File: src/csml_defines.svh
// Purpose: constants for the charger status and mode logic
// Assumes: 250 MHz core clock
// Notes: currents are in milliamps, times in nanoseconds
`ifndef CSML_DEFINES_SVH
`define CSML_DEFINES_SVH

`define CSML_CLK_PERIOD_NS 4
`define CSML_FAULT_PULSE_NS 128000
`define CSML_FAULT_PULSE_CYC (`CSML_FAULT_PULSE_NS / `CSML_CLK_PERIOD_NS)
`define CSML_USB_ILIM_MA 16'h0064
`define CSML_NO_ILIM_MA 16'hFFFF
`define CSML_ADP_ICHG_MA 16'h03E8
`define CSML_USB_ICHG_MA 16'h01F4
`define CSML_ICHG_W 16
// cycles after reset release before the source strap is trusted
`define CSML_STRAP_SETTLE_CYC 5

`endif

File: src/csml_pkg.sv
// Purpose: shared types for the charger status and mode logic
// Assumes: nothing
// Notes: thermistor zones are mutually exclusive
package csml_pkg;
    // thermistor zone decoded from the comparators
    typedef enum logic [1:0] {
        CSML_ZONE_NORMAL,
        CSML_ZONE_WARM,
        CSML_ZONE_HOT,
        CSML_ZONE_COLD
    } csml_zone_t;
    // charger operating mode
    typedef enum logic {
        CSML_MODE_DEFAULT,
        CSML_MODE_HOST
    } csml_mode_t;
endpackage

File: src/csml_top.sv
// Purpose: status output, startup defaults and thermistor handling
// Assumes: pins and comparator results arrive asynchronously
// Notes: host-side register bits are plain ports; no bus here
`timescale 1ns/1ps
`include "csml_defines.svh"
module csml_top
    import csml_pkg::*;
#(
    parameter int FAULT_PULSE_CYC = `CSML_FAULT_PULSE_CYC
) (
    input wire logic clock_in,
    input wire logic resetn_in,
    input wire logic source_usb_in,
    input wire logic charging_in,
    input wire logic charge_done_in,
    input wire logic charge_disabled_in,
    input wire logic fault_in,
    input wire logic stat_enable_in,
    input wire logic acc_enable_in,
    input wire logic host_programmed_in,
    input wire logic host_lost_in,
    input wire logic above_cold_in,
    input wire logic below_hot_in,
    input wire logic below_warm_in,
    input wire logic [`CSML_ICHG_W-1:0] host_ichg_ma_in,
    input wire logic [`CSML_ICHG_W-1:0] host_ilim_ma_in,
    input wire logic zone_fault_clear_in,
    output logic stat_out,
    output logic stat_oe_out,
    output logic acc_switch_on_out,
    output logic charge_suspend_out,
    output logic charge_reduce_out,
    output logic [`CSML_ICHG_W-1:0] input_limit_ma_out,
    output logic [`CSML_ICHG_W-1:0] charge_current_ma_out,
    output logic host_mode_out,
    output logic [1:0] zone_out,
    output logic zone_fault_out
);
    // synchronised pin and comparator inputs
    logic psel_s;
    logic cold_s;
    logic hot_s;
    logic warm_s;
    logic fault_s;

    csml_sync3 #(.RESET_VAL(1'b1)) u_psel (
        .clock_in(clock_in),
        .resetn_in(resetn_in),
        .async_in(source_usb_in),
        .sync_out(psel_s)
    );
    csml_sync3 u_cold (
        .clock_in(clock_in),
        .resetn_in(resetn_in),
        .async_in(above_cold_in),
        .sync_out(cold_s)
    );
    csml_sync3 u_hot (
        .clock_in(clock_in),
        .resetn_in(resetn_in),
        .async_in(below_hot_in),
        .sync_out(hot_s)
    );
    csml_sync3 u_warm (
        .clock_in(clock_in),
        .resetn_in(resetn_in),
        .async_in(below_warm_in),
        .sync_out(warm_s)
    );
    csml_sync3 u_fault (
        .clock_in(clock_in),
        .resetn_in(resetn_in),
        .async_in(fault_in),
        .sync_out(fault_s)
    );

    // decode comparators into one zone; cold and hot take priority
    function automatic csml_zone_t zone_of(input logic c, input logic h,
                                           input logic w);
        if (c) begin
            zone_of = CSML_ZONE_COLD;
        end else if (h) begin
            zone_of = CSML_ZONE_HOT;
        end else if (w) begin
            zone_of = CSML_ZONE_WARM;
        end else begin
            zone_of = CSML_ZONE_NORMAL;
        end
    endfunction

    csml_mode_t mode_q; // operating mode
    csml_zone_t zone_q; // registered zone
    logic zone_fault_q; // sticky zone fault for the host
    logic fault_d1_q; // previous fault level for edge detect
    logic [$clog2(FAULT_PULSE_CYC+1)-1:0] pulse_cnt_q; // pulse timer
    logic stat_low_q; // registered pin drive
    logic strap_done_q; // startup source captured
    logic [2:0] strap_cnt_q; // settle count before the strap is taken
    logic src_usb_q; // captured source at startup
    logic suspend_q;
    logic reduce_q;
    logic [`CSML_ICHG_W-1:0] ilim_q;
    logic [`CSML_ICHG_W-1:0] ichg_q;
    logic acc_q;
    csml_zone_t zone_d;

    assign zone_d = zone_of(cold_s, hot_s, warm_s);

    // mode selection
    // host programming moves to host mode; losing the host falls back
    always_ff @(posedge clock_in or negedge resetn_in) begin
        if (!resetn_in) begin
            mode_q <= CSML_MODE_DEFAULT;
        end else if (host_lost_in) begin
            mode_q <= CSML_MODE_DEFAULT;
        end else if (host_programmed_in) begin
            mode_q <= CSML_MODE_HOST;
        end
    end

    // source strap caught once after reset release; the synchroniser
    // still shows its reset value for a few cycles, so wait it out
    // or an adapter source would always start as usb
    always_ff @(posedge clock_in or negedge resetn_in) begin
        if (!resetn_in) begin
            strap_cnt_q <= 3'h0;
            strap_done_q <= 1'b0;
            src_usb_q <= 1'b1;
        end else if (!strap_done_q) begin
            if (strap_cnt_q == 3'(`CSML_STRAP_SETTLE_CYC)) begin
                // settled: take the synchronised source level
                strap_done_q <= 1'b1;
                src_usb_q <= psel_s;
            end else begin
                strap_cnt_q <= strap_cnt_q + 3'h1;
            end
        end
    end

    // current defaults; host values replace them in host mode
    always_ff @(posedge clock_in or negedge resetn_in) begin
        if (!resetn_in) begin
            ilim_q <= `CSML_USB_ILIM_MA;
            ichg_q <= `CSML_USB_ICHG_MA;
        end else if (mode_q == CSML_MODE_HOST) begin
            ilim_q <= host_ilim_ma_in;
            ichg_q <= host_ichg_ma_in;
        end else if (src_usb_q) begin
            ilim_q <= `CSML_USB_ILIM_MA;
            ichg_q <= `CSML_USB_ICHG_MA;
        end else begin
            ilim_q <= `CSML_NO_ILIM_MA;
            ichg_q <= `CSML_ADP_ICHG_MA;
        end
    end

    // thermistor effect on charging, default mode only
    always_ff @(posedge clock_in or negedge resetn_in) begin
        if (!resetn_in) begin
            suspend_q <= 1'b0;
            reduce_q <= 1'b0;
        end else if (mode_q == CSML_MODE_HOST) begin
            suspend_q <= 1'b0;
            reduce_q <= 1'b0;
        end else begin
            suspend_q <= (zone_d == CSML_ZONE_COLD) ||
                         (zone_d == CSML_ZONE_HOT);
            reduce_q <= (zone_d == CSML_ZONE_WARM);
        end
    end

    // zone status and sticky fault; a new fault wins over a clear
    always_ff @(posedge clock_in or negedge resetn_in) begin
        if (!resetn_in) begin
            zone_q <= CSML_ZONE_NORMAL;
            zone_fault_q <= 1'b0;
        end else begin
            zone_q <= zone_d;
            if (zone_d != CSML_ZONE_NORMAL) begin
                zone_fault_q <= 1'b1;
            end else if (zone_fault_clear_in) begin
                zone_fault_q <= 1'b0;
            end
        end
    end

    // fault pulse timer, started on a rising fault edge
    always_ff @(posedge clock_in or negedge resetn_in) begin
        if (!resetn_in) begin
            fault_d1_q <= 1'b0;
            pulse_cnt_q <= '0;
        end else begin
            fault_d1_q <= fault_s;
            if (fault_s && !fault_d1_q) begin
                pulse_cnt_q <= ($bits(pulse_cnt_q))'(FAULT_PULSE_CYC);
            end else if (pulse_cnt_q != '0) begin
                pulse_cnt_q <= pulse_cnt_q - 1'b1;
            end
        end
    end

    // status pin drive; open drain, low when driven
    always_ff @(posedge clock_in or negedge resetn_in) begin
        if (!resetn_in) begin
            stat_low_q <= 1'b0;
        end else if (!stat_enable_in) begin
            stat_low_q <= 1'b0;
        end else if (pulse_cnt_q != '0) begin
            // fault pulse shows as released-high during charge
            stat_low_q <= !charging_in;
        end else if (charge_done_in || charge_disabled_in) begin
            stat_low_q <= 1'b0;
        end else begin
            stat_low_q <= charging_in;
        end
    end

    always_ff @(posedge clock_in or negedge resetn_in) begin
        if (!resetn_in) begin
            acc_q <= 1'b0;
        end else begin
            acc_q <= acc_enable_in;
        end
    end

    assign stat_out = 1'b0;
    assign stat_oe_out = stat_low_q;
    assign acc_switch_on_out = acc_q;
    assign charge_suspend_out = suspend_q;
    assign charge_reduce_out = reduce_q;
    assign input_limit_ma_out = ilim_q;
    assign charge_current_ma_out = ichg_q;
    assign host_mode_out = (mode_q == CSML_MODE_HOST);
    assign zone_out = zone_q;
    assign zone_fault_out = zone_fault_q;
endmodule

File: src/csml_sync3.sv
// Purpose: three-stage synchroniser with agreement on the last two stages
// Assumes: input is asynchronous to clock_in
// Notes: output only changes once stages two and three agree
`timescale 1ns/1ps
module csml_sync3 #(
    parameter logic RESET_VAL = 1'b0
) (
    input wire logic clock_in,
    input wire logic resetn_in,
    input wire logic async_in,
    output logic sync_out
);
    logic s1_q; // first stage, read only by s2
    logic s2_q;
    logic s3_q;

    // shift chain
    always_ff @(posedge clock_in or negedge resetn_in) begin
        if (!resetn_in) begin
            s1_q <= RESET_VAL;
            s2_q <= RESET_VAL;
            s3_q <= RESET_VAL;
        end else begin
            s1_q <= async_in;
            s2_q <= s1_q;
            s3_q <= s2_q;
        end
    end

    // accept a change only when two late stages agree
    always_ff @(posedge clock_in or negedge resetn_in) begin
        if (!resetn_in) begin
            sync_out <= RESET_VAL;
        end else if (s2_q == s3_q) begin
            sync_out <= s3_q;
        end
    end
endmodule

File: config.mk
export PLATFORM = sky130hd
export DESIGN_NAME = csml_top
export DESIGN_NICKNAME = d
export VERILOG_FILES = /design/src/csml_pkg.sv /design/src/csml_top.sv /design/src/csml_sync3.sv
export VERILOG_INCLUDE_DIRS = /design/src /design/src/src
export SDC_FILE = /design/constraint.sdc
export NUM_CORES = 1
export LEC_CHECK = 0
export ABC_CLOCK_PERIOD_IN_PS = 2100
export BUFFER_PORTS_ARGS = -buffer_cell sky130_fd_sc_hd__buf_2
export CAP_MARGIN = 0
export CORE_MARGIN = 1.5
export CORE_UTILIZATION = 46
export CTS_CLUSTER_SIZE = 25
export DETAILED_ROUTE_END_ITERATION = 8
export PLACE_DENSITY = 0.73
export SYNTH_ARGS = -nofsm -noshare
export SYNTH_HDL_FRONTEND = slang
export SYNTH_SLANG_ARGS = --single-unit
File: constraint.sdc
create_clock -name clock_in -period 2.1 [get_ports clock_in]
set_input_delay 0.315 -clock clock_in [delete_from_list [all_inputs] [get_ports clock_in]]
set_output_delay 0.315 -clock clock_in [all_outputs]
set_load 0.01 [all_outputs]
==> results of run 1 <==
==> cells in the final DEF, fill, tap and decap left out, types with 5 or more instances in the layout <==
cell,n
sky130_fd_sc_hd__maj3_1,5
sky130_fd_sc_hd__buf_2,85
sky130_fd_sc_hd__a21oi_1,8
sky130_fd_sc_hd__and2_1,8
sky130_fd_sc_hd__nor2_1,10
sky130_fd_sc_hd__a21o_1,16
sky130_fd_sc_hd__dfstp_2,14
sky130_fd_sc_hd__inv_1,6
sky130_fd_sc_hd__buf_4,8
sky130_fd_sc_hd__nand2b_1,12
sky130_fd_sc_hd__dfrtp_1,67
sky130_fd_sc_hd__clkbuf_8,11
sky130_fd_sc_hd__or3_1,5
sky130_fd_sc_hd__nand2_1,13
==> sequential cells by signal, indices dropped and copies added (netlist names), 2 cells and up <==
name	count
pulse_cnt_q	15
zone_out	2
strap_cnt_q	3
charge_current_ma_out	16
input_limit_ma_out	16
==> synthesized netlist by cell type, drive strengths merged <==
master,instances,area [um2]
nand2,13,48.8
nor4,4,25.0
nor2b,4,25.0
a211oi,2,15.0
nand4,2,12.5
dfrtp,67,1680
and2,8,50.1
a21o,16,120
o21a,1,7.51
ha,3,37.5
nand4b,1,8.76
dfstp,14,368
xor2,2,17.5
nor4b,1,8.76
nor2,10,37.5
and4,2,17.5
conb,1,3.75
nor3,4,20.0
a211o,1,8.76
a21oi,8,40.0
nand3,3,15.0
and3,1,6.26
o31ai,3,22.5
nand2b,12,75.1
maj3,5,50.1
or3,6,38.8
o41ai,1,8.76
buf,4,20.0
o21ai,4,20.0
inv,6,22.5
nor3b,2,15.0
a2111oi,1,8.76
mux2,1,11.3
or2,1,6.26
clkbuf,4,15.0
or4,4,37.5
xnor2,3,26.3
==> through the flow <==
step                      utilization  instances
after floorplan                     -        225
after detailed placement        0.579        386
after global placement          0.579        386
after global routing            0.615        403
final                           0.615        403
after CTS                       0.614        403
==> kinds of logic (layout without fill, tap and decap cells) <==
kind of cell    count (synthesis)  after routing  synth area share
flops                          81             81             0.694
other cells                     1              1           0.00127
xor+xnor                        5              5            0.0149
mux                             1              1           0.00382
simple gates                   78             78             0.152
fa+ha+maj                       8              8            0.0297
compound gates                 37             37            0.0853
buf+inv                        14            117            0.0195
==> cell type report <==
class / instances / share of cell area
flip-flops and latches: 81 / 0.549
multi-input cells: 130 / 0.229
repair buffers: 95 / 0.138
clock buffers: 13 / 0.0426
well taps: 75 / 0.0252
clock inverters: 3 / 0.0107
inverters: 6 / 0.00604
==> path summary, 6_finish.rpt <==
check                               start                       end  slack [ns]  cells past startpoint
min in group asynchronous       resetn_in            pulse_cnt_q[9]        0.51                      2
hold / removal              above_cold_in               u_cold.s1_q        0.07                      1
setup reg to reg           pulse_cnt_q[9]           pulse_cnt_q[13]        0.08                      4
setup / recovery           pulse_cnt_q[9]           pulse_cnt_q[13]        0.08                      4
hold reg to reg               u_cold.s1_q               u_cold.s2_q        0.35                      0
max in group asynchronous       resetn_in  charge_current_ma_out[5]        0.92                      3
==> routing by layer <==
layer / GRT usage / share of wire
met2: 0.276 / 0.49
met4: 0.0758 / 0.017
met3: 0.0527 / 0.047
met5: 0 / 0
met1: 0.231 / 0.45
==> power groups by stage <==
stage	clock (mW)	sequential, mW	combinational, mW
floorplan	0	1.89	0.325
global placement	0	1.86	0.580
detailed placement	0	1.87	0.599
CTS	1.17	1.84	0.608
global route	1.24	1.87	0.685
finish	1.13	1.85	0.610
==> repair_timing <==
action,in CTS,in global routing
resized for setup,0,2
hold buffers,1,0
endpoints found under the hold margin,35,0
buffers inserted,0,0
setup endpoints to repair,0,9
==> summary.txt, run 1 <==
Job
  – Number of max-cap violations: 0

Pwr
  – Switching portion of total power: 0.271
  – Largest voltage drop on the vdd net: about 640 uV
  – Sequential share of power: 0.514
  – Clock power frac: 0.316
  – Logic pwr share: 0.170
  – P_int: between 2 and 3 mW
  – Leakage power of the design: ~1.8 nW
  – Switching pwr: slightly below 1 mW
  – PnR Total Power: between 3 and 4 mW
  – Power per standard cell area: slightly below 1000 mW/mm2

Clock network
  – Number of clock buffers inserted by TritonCTS: 9
  – Clock tree from TritonCTS: built
  – Clock slew at reported path FFs: approximately 0.08 ns
  – Number of sinks on the clock net: about 80
  – Htree depth: 3
  – Insertion delay to the later sink of the worst-skew pair: between 0.3 and 0.4 ns
  – Worst-case clock buffer depth: 2
  – Clk root buf: sky130_fd_sc_hd__clkbuf_8

Critical path
  – Crit path capture type: flip-flop
  – Peak per-stage delay on the critical path: between 0.5 and 0.6 ns
  – Cell chain of the critical path: or4_4, or4_4, or4_1, nand3_1
  – Endpoint arrival time on the critical path: about 2.3 ns
  – Number of buffer and inverter instances along the worst setup path: 0
  – Worst Path Class, Setup: reg2reg
  – Max FO, Critical Path: 4
  – Element type at the critical path start: flip-flop
  – Required arrival time at the worst endpoint: between 2 and 2.5 ns
  – Standard cell with the maximum stage delay on the critical path: sky130_fd_sc_hd__or4_4
  – Most numerous cell on the critical path: sky130_fd_sc_hd__or4_4
  – Cell class contributing the biggest share of worst-path delay: simple AND/OR/NAND/NOR gates

Timing
  – Clock period minus worst slack: roughly 2.0 ns
  – Final worst path period share: 0.963
  – Final worst-path setup slack: about 0.077 ns
  – Worst clock skew on the final layout: about 0.011 ns
  – Worst-Margin Slew: around 1.0 ns
  – Accumulated negative setup slack: 0 ns
  – Final hold violation count: 0
  – Relative slew slack: 0.301
  – Setup violators final: 0
  – Final slew viol count: 0
  – Max Clk Rate: 494 MHz
  – Setup repair after global routing missed its margin: false
  – Worst slack on hold paths: slightly below 0.07 ns

Place
  – Pre-CTS worst setup slack: between 0.09 and 0.1 ns
  – Placed instance area: about 0.0035 mm2
  – IO Port Bufs: 86
  – Half-perimeter wire length of the detailed placement result: roughly 3800 um
  – GPL Wtd Cong: about 0.85

Yosys
  – Summed instance area of the synthesized netlist: between 0.002 and 0.003 mm2
  – Synth Register Bits: just over 80
  – Count of cell types in the netlist: between 40 and 50
  – Syn_nets: approximately 280
  – Yosys warning total: 0
  – Number of instances in the synthesized netlist: approximately 230
  – Syn_area_per_cell: 13.1 um2
  – Share of synthesized area occupied by flip-flops and latches: 0.694

Route
  – Avg Vias per Cell: about 5.0
  – Number of vias in the routed layout: 2034
  – DRC errors left: 0
  – 1st-pass router iterations: 4
  – Aggregate routed wire length: ~5700 um
  – WL per Instance: 14.2 um
  – Iter 0 DRT Violations: 100
  – Number of routed nets with antenna violations: 0

Floorplan
  – Site Rows: 28
  – Core box area: 0.00606 mm2
  – Overall die width: ~83 um
  – Chip Height: just over 80 um
  – Die area: 0.00690 mm2
  – Starting density of the core: 0.486
  – Number of top-level pins: 88

GRT
  – Maximum number of pins on one net before global-route repair: 48
  – Gr usage total: 0.177
  – GR Overflow Total: 0
  – Vias in the first global route: about 2100
  – First-pass GRT wire length: a little under 10000 um
  – Antenna violations before repair: 0

Final layout
  – Area of the multi-input gates: ~850 um2
  – Reg area: 0.00204 mm2
  – Number of diodes: 0
  – Layout cells sized above 1: 0.393
  – Total Nets Final: 373
  – Final Instance Area: between 0.003 and 0.004 mm2
  – Relative area change from synthesis to final layout: 26.4%
  – Filler cell count: 496

Min path
  – Worst Hold Class: in2reg

Outcome
  – Status: completed
(Power assumes the default switching activity.)
==> run 2: changes to the inputs <==
--- a/config.mk
+++ b/config.mk
@@ -6,6 +6,7 @@
 export SDC_FILE = /design/constraint.sdc
 export NUM_CORES = 1
 export LEC_CHECK = 0
+export ABC_AREA = 1
 export ABC_CLOCK_PERIOD_IN_PS = 2100
 export BUFFER_PORTS_ARGS = -buffer_cell sky130_fd_sc_hd__buf_2
 export CAP_MARGIN = 0
@@ -13,6 +14,7 @@
 export CORE_UTILIZATION = 46
 export CTS_CLUSTER_SIZE = 25
 export DETAILED_ROUTE_END_ITERATION = 8
+export MAX_ROUTING_LAYER = met4
 export PLACE_DENSITY = 0.73
 export SYNTH_ARGS = -nofsm -noshare
 export SYNTH_HDL_FRONTEND = slang
==> run 2 against run 1 <==
  * Sequential power about the same
  * Setup slack gained 0.49 ns
  * Critical endpoint is now pulse_cnt_q[5]
  * Synthesized cell count is 35% higher
  * Utilization decreased by 3.3 points
  * Sequential share of layout area decreased by 2.5 points
  * Final cell count increased by 20%
  * Global-route usage up 0.43 points
  * Non-clock buffer count is 4 lower
  * Combinational power is 20% higher
==> summary.txt, run 2 <==
Critical path
  – Max FO, Critical Path: 5 (+1)
  – Endpoint arrival time on the critical path: 1.76 ns (-0.55 ns)
  – Number of buffer and inverter instances along the worst setup path: 2 (+2)
  – Required arrival time at the worst endpoint: 2.33 ns (-0.05 ns)
  – Element type at the critical path start: flip-flop
  – Crit path capture type: flip-flop
  – Peak per-stage delay on the critical path: 0.39 ns (-0.16 ns)
  – Cell chain of the critical path: inv_1, ha_1, nand2_2, nor2_4, nand3_4, inv_2, nor2_1
  – Cell class contributing the biggest share of worst-path delay: simple AND/OR/NAND/NOR gates
  – Worst Path Class, Setup: reg2reg
  – Standard cell with the maximum stage delay on the critical path: sky130_fd_sc_hd__dfrtp_1

Yosys
  – Count of cell types in the netlist: 33 (-20%)
  – Summed instance area of the synthesized netlist: 0.00316 mm2 (+7.0%)
  – Synth area leaders: sky130_fd_sc_hd__dfrtp_1 53%, sky130_fd_sc_hd__dfstp_2 12%, sky130_fd_sc_hd__nand2_1 9.9%, sky130_fd_sc_hd__inv_1 4.2%, sky130_fd_sc_hd__nor2_1 2.9%
  – Synth Register Bits: 81 (unchanged)
  – Number of enable flip-flop cells after synthesis: 0 (unchanged)
  – Share of synthesized area occupied by flip-flops and latches: 0.648 (-0.0456)
  – Number of instances in the synthesized netlist: 303 (+35%)
  – Proportion of netlist area held by the largest area contributor: 0.531 (-0.0374)
  – Syn_area_per_cell: 10.4 um2 (-21%)
  – Most instantiated flip-flop cell in the synthesis netlist: sky130_fd_sc_hd__dfrtp_1
  – Yosys warning total: 0 (unchanged)
  – Syn_nets: 353 (+28%)
  – Commonest cells in the netlist: 83 x sky130_fd_sc_hd__nand2_1, 67 x sky130_fd_sc_hd__dfrtp_1, 35 x sky130_fd_sc_hd__inv_1, 24 x sky130_fd_sc_hd__nor2_1, 14 x sky130_fd_sc_hd__dfstp_2
  – Most frequent cell after synthesis: sky130_fd_sc_hd__nand2_1
  – Cell taking the most area after synthesis: sky130_fd_sc_hd__dfrtp_1
  – Ys async rst share: 1.00 (unchanged)

Floorplan
  – Starting density of the core: 0.470 (-0.0167)
  – Die area: 0.00737 mm2 (+6.8%)
  – Chip Height: 85.8 um (+3.3%)
  – Overall die width: 85.8 um (+3.3%)
  – Site Rows: 30 (+7.1%)
  – Core box area: 0.00672 mm2 (+11%)
  – Number of top-level pins: 88 (unchanged)

Timing
  – Worst clock skew on the final layout: 0.0105 ns (-0.000413 ns)
  – Accumulated negative setup slack: 0 ns (unchanged)
  – Clock period minus worst slack: 1.53 ns (-0.493 ns)
  – Max Clk Rate: 654 MHz (+32%)
  – Final hold violation count: 0 (unchanged)
  – Worst slack on hold paths: 0.0623 ns (-0.00572 ns)
  – Relative slew slack: 0.623 (+0.321)
  – Setup repair after global routing missed its margin: false
  – Final slew viol count: 0 (unchanged)
  – Final worst path period share: 0.728 (-0.235)
  – Setup violators final: 0 (unchanged)
  – Worst-Margin Slew: 0.566 ns (-0.478 ns)

Route
  – 1st-pass router iterations: 4 (unchanged)
  – DRC errors left: 0 (unchanged)
  – Iter 0 DRT Violations: 116 (+16%)
  – Number of vias in the routed layout: 2255 (+11%)
  – Aggregate routed wire length: 5950 um (+4.2%)
  – Number of routed nets with antenna violations: 0 (unchanged)
  – Avg Vias per Cell: 4.68 (-7.3%)
  – WL per Instance: 12.3 um (-13%)

Final layout
  – Layout cells sized above 1: 0.366 (-0.0276)
  – Commonest non-fill, non-tap cells in the layout: 85 x sky130_fd_sc_hd__buf_2, 83 x sky130_fd_sc_hd__nand2_1, 67 x sky130_fd_sc_hd__dfrtp_1
  – Cell Count, Final, Fillers Out: 482 (+20%)
  – Relative area change from synthesis to final layout: 23.8%
  – Total Nets Final: 447 (+20%)
  – Number of diodes: 0 (unchanged)
  – Leading cell type in the layout, fill and taps excluded: sky130_fd_sc_hd__buf_2

Pwr
  – Leakage power of the design: 2.08 nW (+16%)
  – PnR Total Power: 3.80 mW (+5.9%)
  – Power per standard cell area: 974 mW/mm2 (+1.0%)
  – Largest voltage drop on the vdd net: 521 uV (-18%)

Clock network
  – Clk root buf: sky130_fd_sc_hd__clkbuf_8
  – Insertion delay to the later sink of the worst-skew pair: 0.35 ns (about the same)
  – Post-CTS Resized: 0 (unchanged)
  – Htree depth: 3 (unchanged)
  – Number of sinks on the clock net: 81 (unchanged)
  – Setup Fix Bufs, Post-CTS: 0 (unchanged)
  – Count of hold-fix buffers inserted at cts: 1 (unchanged)
  – Clock tree from TritonCTS: built
  – Worst-case clock buffer depth: 2 (unchanged)
  – Number of clock buffers inserted by TritonCTS: 9 (unchanged)
  – Clock slew at reported path FFs: 0.08 ns (about the same)

Job
  – Number of max-cap violations: 0 (unchanged)

Place
  – Dpl cells: 465 (+20%)
  – IO Port Bufs: 86 (unchanged)
  – Half-perimeter wire length of the detailed placement result: 4310 um (+13%)
  – GPL Wtd Cong: 0.865 (+1.4%)

Min path
  – Worst Hold Class: in2reg

GRT
  – Maximum number of pins on one net before global-route repair: 35 (-27%)
  – Gr usage total: 0.181 (+0.00433)
  – First-pass GRT wire length: 10000 um (+3.0%)
  – GR Overflow Total: 0 (unchanged)
  – Vias in the first global route: 2200 (+6.4%)
  – Antenna violations before repair: 0 (unchanged)

Outcome
  – Status: completed
## run 2: changes by cell type in the layout (fill, tap and decap cells not counted), moves of 5 or more
cell,delta
sky130_fd_sc_hd__nand4_1,+5
sky130_fd_sc_hd__inv_1,+29
sky130_fd_sc_hd__nand2_1,+70
sky130_fd_sc_hd__or2_2,+7
sky130_fd_sc_hd__a21o_1,-16
sky130_fd_sc_hd__nor2_1,+14
sky130_fd_sc_hd__and2_1,-8
sky130_fd_sc_hd__nand2b_1,-12
sky130_fd_sc_hd__nand3_1,+7
sky130_fd_sc_hd__or3_1,-5
sky130_fd_sc_hd__nor2_2,+7
## run 2: cell type report
cell class	instances	area, um2
Sequential cell	81	2040
Tap cell	80	100
Clock buffer	13	149
Fill cell	573	2810
Timing Repair Buffer	91	485
Inverter	37	139
Multi-Input combinational cell	177	925
Clock inverter	3	65.1
## run 2: metal layers
metal / share of wire / vias to the layer above / track usage
li1: - / 1110 / -
met1: 0.46 / 1069 / 0.236
met2: 0.48 / 67 / 0.268
met3: 0.055 / 9 / 0.0462
met4: 0.012 / 0 / 0.0821
met5: 0 / - / -
## run 2: worst paths after layout
path,from,end,slack (ns),cells after the start
max,pulse_cnt_q[0],pulse_cnt_q[5],0.57,7
min,source_usb_in,u_psel.s1_q,0.06,1
max reg2reg,pulse_cnt_q[0],pulse_cnt_q[5],0.57,7
min reg2reg,u_warm.s1_q,u_warm.s2_q,0.35,0
max in group asynchronous,resetn_in,src_usb_q,1.00,3
min in group asynchronous,resetn_in,pulse_cnt_q[8],0.45,2
## run 2: cell families after synthesis
family / synth area share
buffers and inverters: 0.0591
adder cells (fa/ha/maj): 0.0278
multiplexers: 0.00357
flip-flops: 0.648
AO/OA/AOI/OAI: 0.0246
XOR/XNOR: 0.00555
AND/OR/NAND/NOR: 0.230
other: 0.00119
## run 2: power breakdown
part	leakage [nW]	internal, mW	total, mW	switching (mW)
combinational	1.04	0.269	0.732	0.463
sequential	0.930	1.73	1.85	0.113
clock	0.108	0.702	1.23	0.523
total	2.08	2.71	3.80	1.10
## run 2: per-stage QoR
step           instance area (um2)   util  worst slack (ns)
2_1_floorplan                 3160      -             0.763
3_3_place_gp                  3680  0.548             0.607
3_5_place_dp                  3680  0.548             0.609
4_1_cts                       3910  0.582             0.563
5_1_grt                       3910  0.582             0.445
6_report                      3910  0.582             0.570
==> run 3: changes to the inputs <==
--- a/config.mk
+++ b/config.mk
@@ -7,15 +7,15 @@
 export NUM_CORES = 1
 export LEC_CHECK = 0
 export ABC_AREA = 1
-export ABC_CLOCK_PERIOD_IN_PS = 2100
+export ABC_CLOCK_PERIOD_IN_PS = 1500
 export BUFFER_PORTS_ARGS = -buffer_cell sky130_fd_sc_hd__buf_2
 export CAP_MARGIN = 0
 export CORE_MARGIN = 1.5
-export CORE_UTILIZATION = 46
+export CORE_UTILIZATION = 51
 export CTS_CLUSTER_SIZE = 25
 export DETAILED_ROUTE_END_ITERATION = 8
 export MAX_ROUTING_LAYER = met4
-export PLACE_DENSITY = 0.73
+export PLACE_DENSITY = 0.76
 export SYNTH_ARGS = -nofsm -noshare
 export SYNTH_HDL_FRONTEND = slang
 export SYNTH_SLANG_ARGS = --single-unit
==> constraint.sdc (replaced) <==
create_clock -name clock_in -period 1.5 [get_ports clock_in]
set_input_delay 0.225 -clock clock_in [delete_from_list [all_inputs] [get_ports clock_in]]
set_output_delay 0.225 -clock clock_in [all_outputs]
set_load 0.01 [all_outputs]
==> run 3 against run 2 <==
  * Flip-flop and latch count unchanged
  * Non-clock buffer count rose by 9
  * Power grew 44%
  * Sequential share of layout area shrank 1.4 points
  * Register-to-register slack worse by 0.44 ns
  * Critical endpoint is now host_mode_out
  * Largest power group unchanged
  * Clock skew grew 0.00083 ns
==> summary.txt, run 3 (synthesized netlist as in run 2, its figures left out) <==
Place
  – IO Port Bufs: 86 (unchanged)
  – GPL Wtd Cong: 0.897 (+3.7%)
  – Pre-CTS worst setup slack: 0.0780 ns (-0.531 ns)
  – Placed instance area: 0.00370 mm2 (+0.44%)
  – Half-perimeter wire length of the detailed placement result: 4520 um (+4.9%)

Critical path
  – Count of cells along the worst register-to-register path: 7 (unchanged)
  – Required arrival time at the worst endpoint: 1.27 ns (-1.06 ns)
  – Worst r2r src: pulse_cnt_q[0]
  – Crit path capture type: output port
  – CP Launch Point: host_mode_out
  – Slack of the worst reg-to-reg path: 0.13 ns (-0.44 ns)
  – Critical R2R Capture: pulse_cnt_q[5]
  – Element type at the critical path start: flip-flop
  – Worst Path Class, Setup: reg2out
  – Endpoint arrival time on the critical path: 1.20 ns (-0.56 ns)
  – Max FO, Critical Path: 27 (+22)
  – Worst Setup EP: host_mode_out

Timing
  – Relative slew slack: 0.665 (+0.0422)
  – Setup repair after global routing missed its margin: false
  – Final worst-path setup slack: 0.0727 ns (-0.497 ns)
  – Final slew viol count: 0 (unchanged)
  – Final hold violation count: 0 (unchanged)
  – Setup violators final: 0 (unchanged)
  – Accumulated negative setup slack: 0 ns (unchanged)
  – Worst-Margin Slew: 0.503 ns (-0.0633 ns)
  – Max Clk Rate: roughly 700 MHz
  – Clock period minus worst slack: between 1 and 1.5 ns
  – Worst clock skew on the final layout: 0.0113 ns (+0.000830 ns)
  – Final worst path period share: 0.952

Pwr
  – Leakage power of the design: 2.13 nW (+2.5%)
  – Switching portion of total power: 0.292 (+0.00276)
  – Largest voltage drop on the vdd net: 1050 uV (+100%)
  – Clock power frac: 0.327 (+0.005)
  – Sequential share of power: 0.473 (-0.012)
  – Logic pwr share: 0.200 (+0.008)
  – Power per standard cell area: 1360 mW/mm2 (+40%)
  – P_int: 3.88 mW (+43%)
  – PnR Total Power: 5.48 mW (+44%)
  – Switching pwr: 1.60 mW (+45%)

Route
  – Avg Vias per Cell: 4.78 (+2.1%)
  – Aggregate routed wire length: 6380 um (+7.1%)
  – WL per Instance: 13.1 um (+6.3%)
  – Number of routed nets with antenna violations: 0 (unchanged)
  – Number of vias in the routed layout: 2321 (+2.9%)
  – Iter 0 DRT Violations: 128 (+10%)
  – DRC errors left: 0 (unchanged)
  – 1st-pass router iterations: 4 (unchanged)

Clock network
  – Number of clock buffers inserted by TritonCTS: 9 (unchanged)
  – Clock slew at reported path FFs: 0.07 ns (about the same)
  – Number of sinks on the clock net: 81 (unchanged)
  – Setup Fix Bufs, Post-CTS: 0 (unchanged)
  – Clock tree from TritonCTS: built
  – Worst-case clock buffer depth: 2 (unchanged)
  – Clk root buf: sky130_fd_sc_hd__clkbuf_8
  – Insertion delay to the later sink of the worst-skew pair: 0.35 ns (about the same)
  – Htree depth: 3 (unchanged)

Final layout
  – Number of diodes: 0 (unchanged)
  – Final Instance Area: 0.00402 mm2 (+2.8%)
  – Layout cells sized above 1: 0.372 (+0.00659)
  – Total Nets Final: 456 (+2.0%)
  – Relative area change from synthesis to final layout: 27.4%
  – Filler cell count: 462 (-19%)
  – Leading cell type in the layout, fill and taps excluded: sky130_fd_sc_hd__buf_2
  – Commonest non-fill, non-tap cells in the layout: 85 x sky130_fd_sc_hd__buf_2, 83 x sky130_fd_sc_hd__nand2_1, 67 x sky130_fd_sc_hd__dfrtp_1
  – Reg area: 0.00204 mm2 (unchanged)
  – Post-layout utilization of the core: 0.675 (+0.0932)
  – Area of the multi-input gates: 937 um2 (+1.4%)

Floorplan
  – Die area: 0.00667 mm2 (-9.5%)
  – Number of top-level pins: 88 (unchanged)
  – Core box area: 0.00596 mm2 (-11%)
  – Starting density of the core: 0.530 (+0.0602)
  – Site Rows: 28 (-6.7%)
  – Overall die width: 81.7 um (-4.9%)
  – Chip Height: 81.7 um (-4.9%)

Outcome
  – Status: completed

Min path
  – Worst Hold Class: in2reg

GRT
  – Vias in the first global route: 2175 (-1.1%)
  – Antenna violations before repair: 0 (unchanged)
  – GR Overflow Total: 0 (unchanged)
  – Gr usage total: 0.215 (+0.0340)
  – First-pass GRT wire length: 10100 um (+1.2%)
  – Maximum number of pins on one net before global-route repair: 37 (+5.7%)

Job
  – Number of max-cap violations: 0 (unchanged)
run 3: worst max-delay path, stage by stage, from the launching register on:
cell                      delay, ns
sky130_fd_sc_hd__dfrtp_1       0.47
sky130_fd_sc_hd__buf_8         0.23
sky130_fd_sc_hd__buf_2         0.16
run 3: metal layers:
layer  up-vias  GRT usage  share of wire
met2        60      0.331           0.49
met1      1118      0.278           0.45
met5         -          -              0
li1       1132          -              -
met3        11     0.0478          0.044
met4         0     0.0881          0.014
run 3: final cells by class:
class	instances	area share
multi-input combinational	177	0.233
sequential	81	0.509
clock buffer	12	0.0386
tap	75	0.0233
inverter	37	0.0346
clock inverter	4	0.0184
timing repair buffer	100	0.143
run 3: worst min path at each step:
stage / startpoint / end / slack (ns) / cells past startpoint
2_1_floorplan: resetn_in / acc_switch_on_out / -0.07 / 0
3_3_place_gp: resetn_in / pulse_cnt_q[11] / 0.14 / 1
3_5_place_dp: resetn_in / pulse_cnt_q[10] / 0.14 / 1
6_report: host_lost_in / host_mode_out / 0.02 / 2
5_1_grt: host_lost_in / host_mode_out / 0.03 / 2
4_1_cts: host_lost_in / host_mode_out / 0.01 / 2
run 3: power by group through the flow:
stage | combinational, mW | clock, mW | sequential, mW
2_1_floorplan | 0.661 | 0 | 2.64
3_3_place_gp | 1.03 | 0 | 2.63
3_5_place_dp | 1.05 | 0 | 2.63
4_1_cts | 1.07 | 1.83 | 2.59
5_1_grt | 1.23 | 1.93 | 2.62
6_report | 1.10 | 1.79 | 2.59
run 3: timing repair:
item | 4_1_cts | 5_1_grt
gates cloned | 0 | 0
hold buffers | 7 | 0
resized for setup | 1 | 3
endpoints found under the setup margin | 1 | 13
endpoints found under the hold margin | 26 | 0
run 3: through the flow:
step | hold WS, ns | cells
2_1_floorplan | -0.0706 | 303
3_3_place_gp | 0.144 | 463
3_5_place_dp | 0.143 | 463
4_1_cts | 0.0112 | 486
5_1_grt | 0.0279 | 486
6_report | 0.0229 | 486
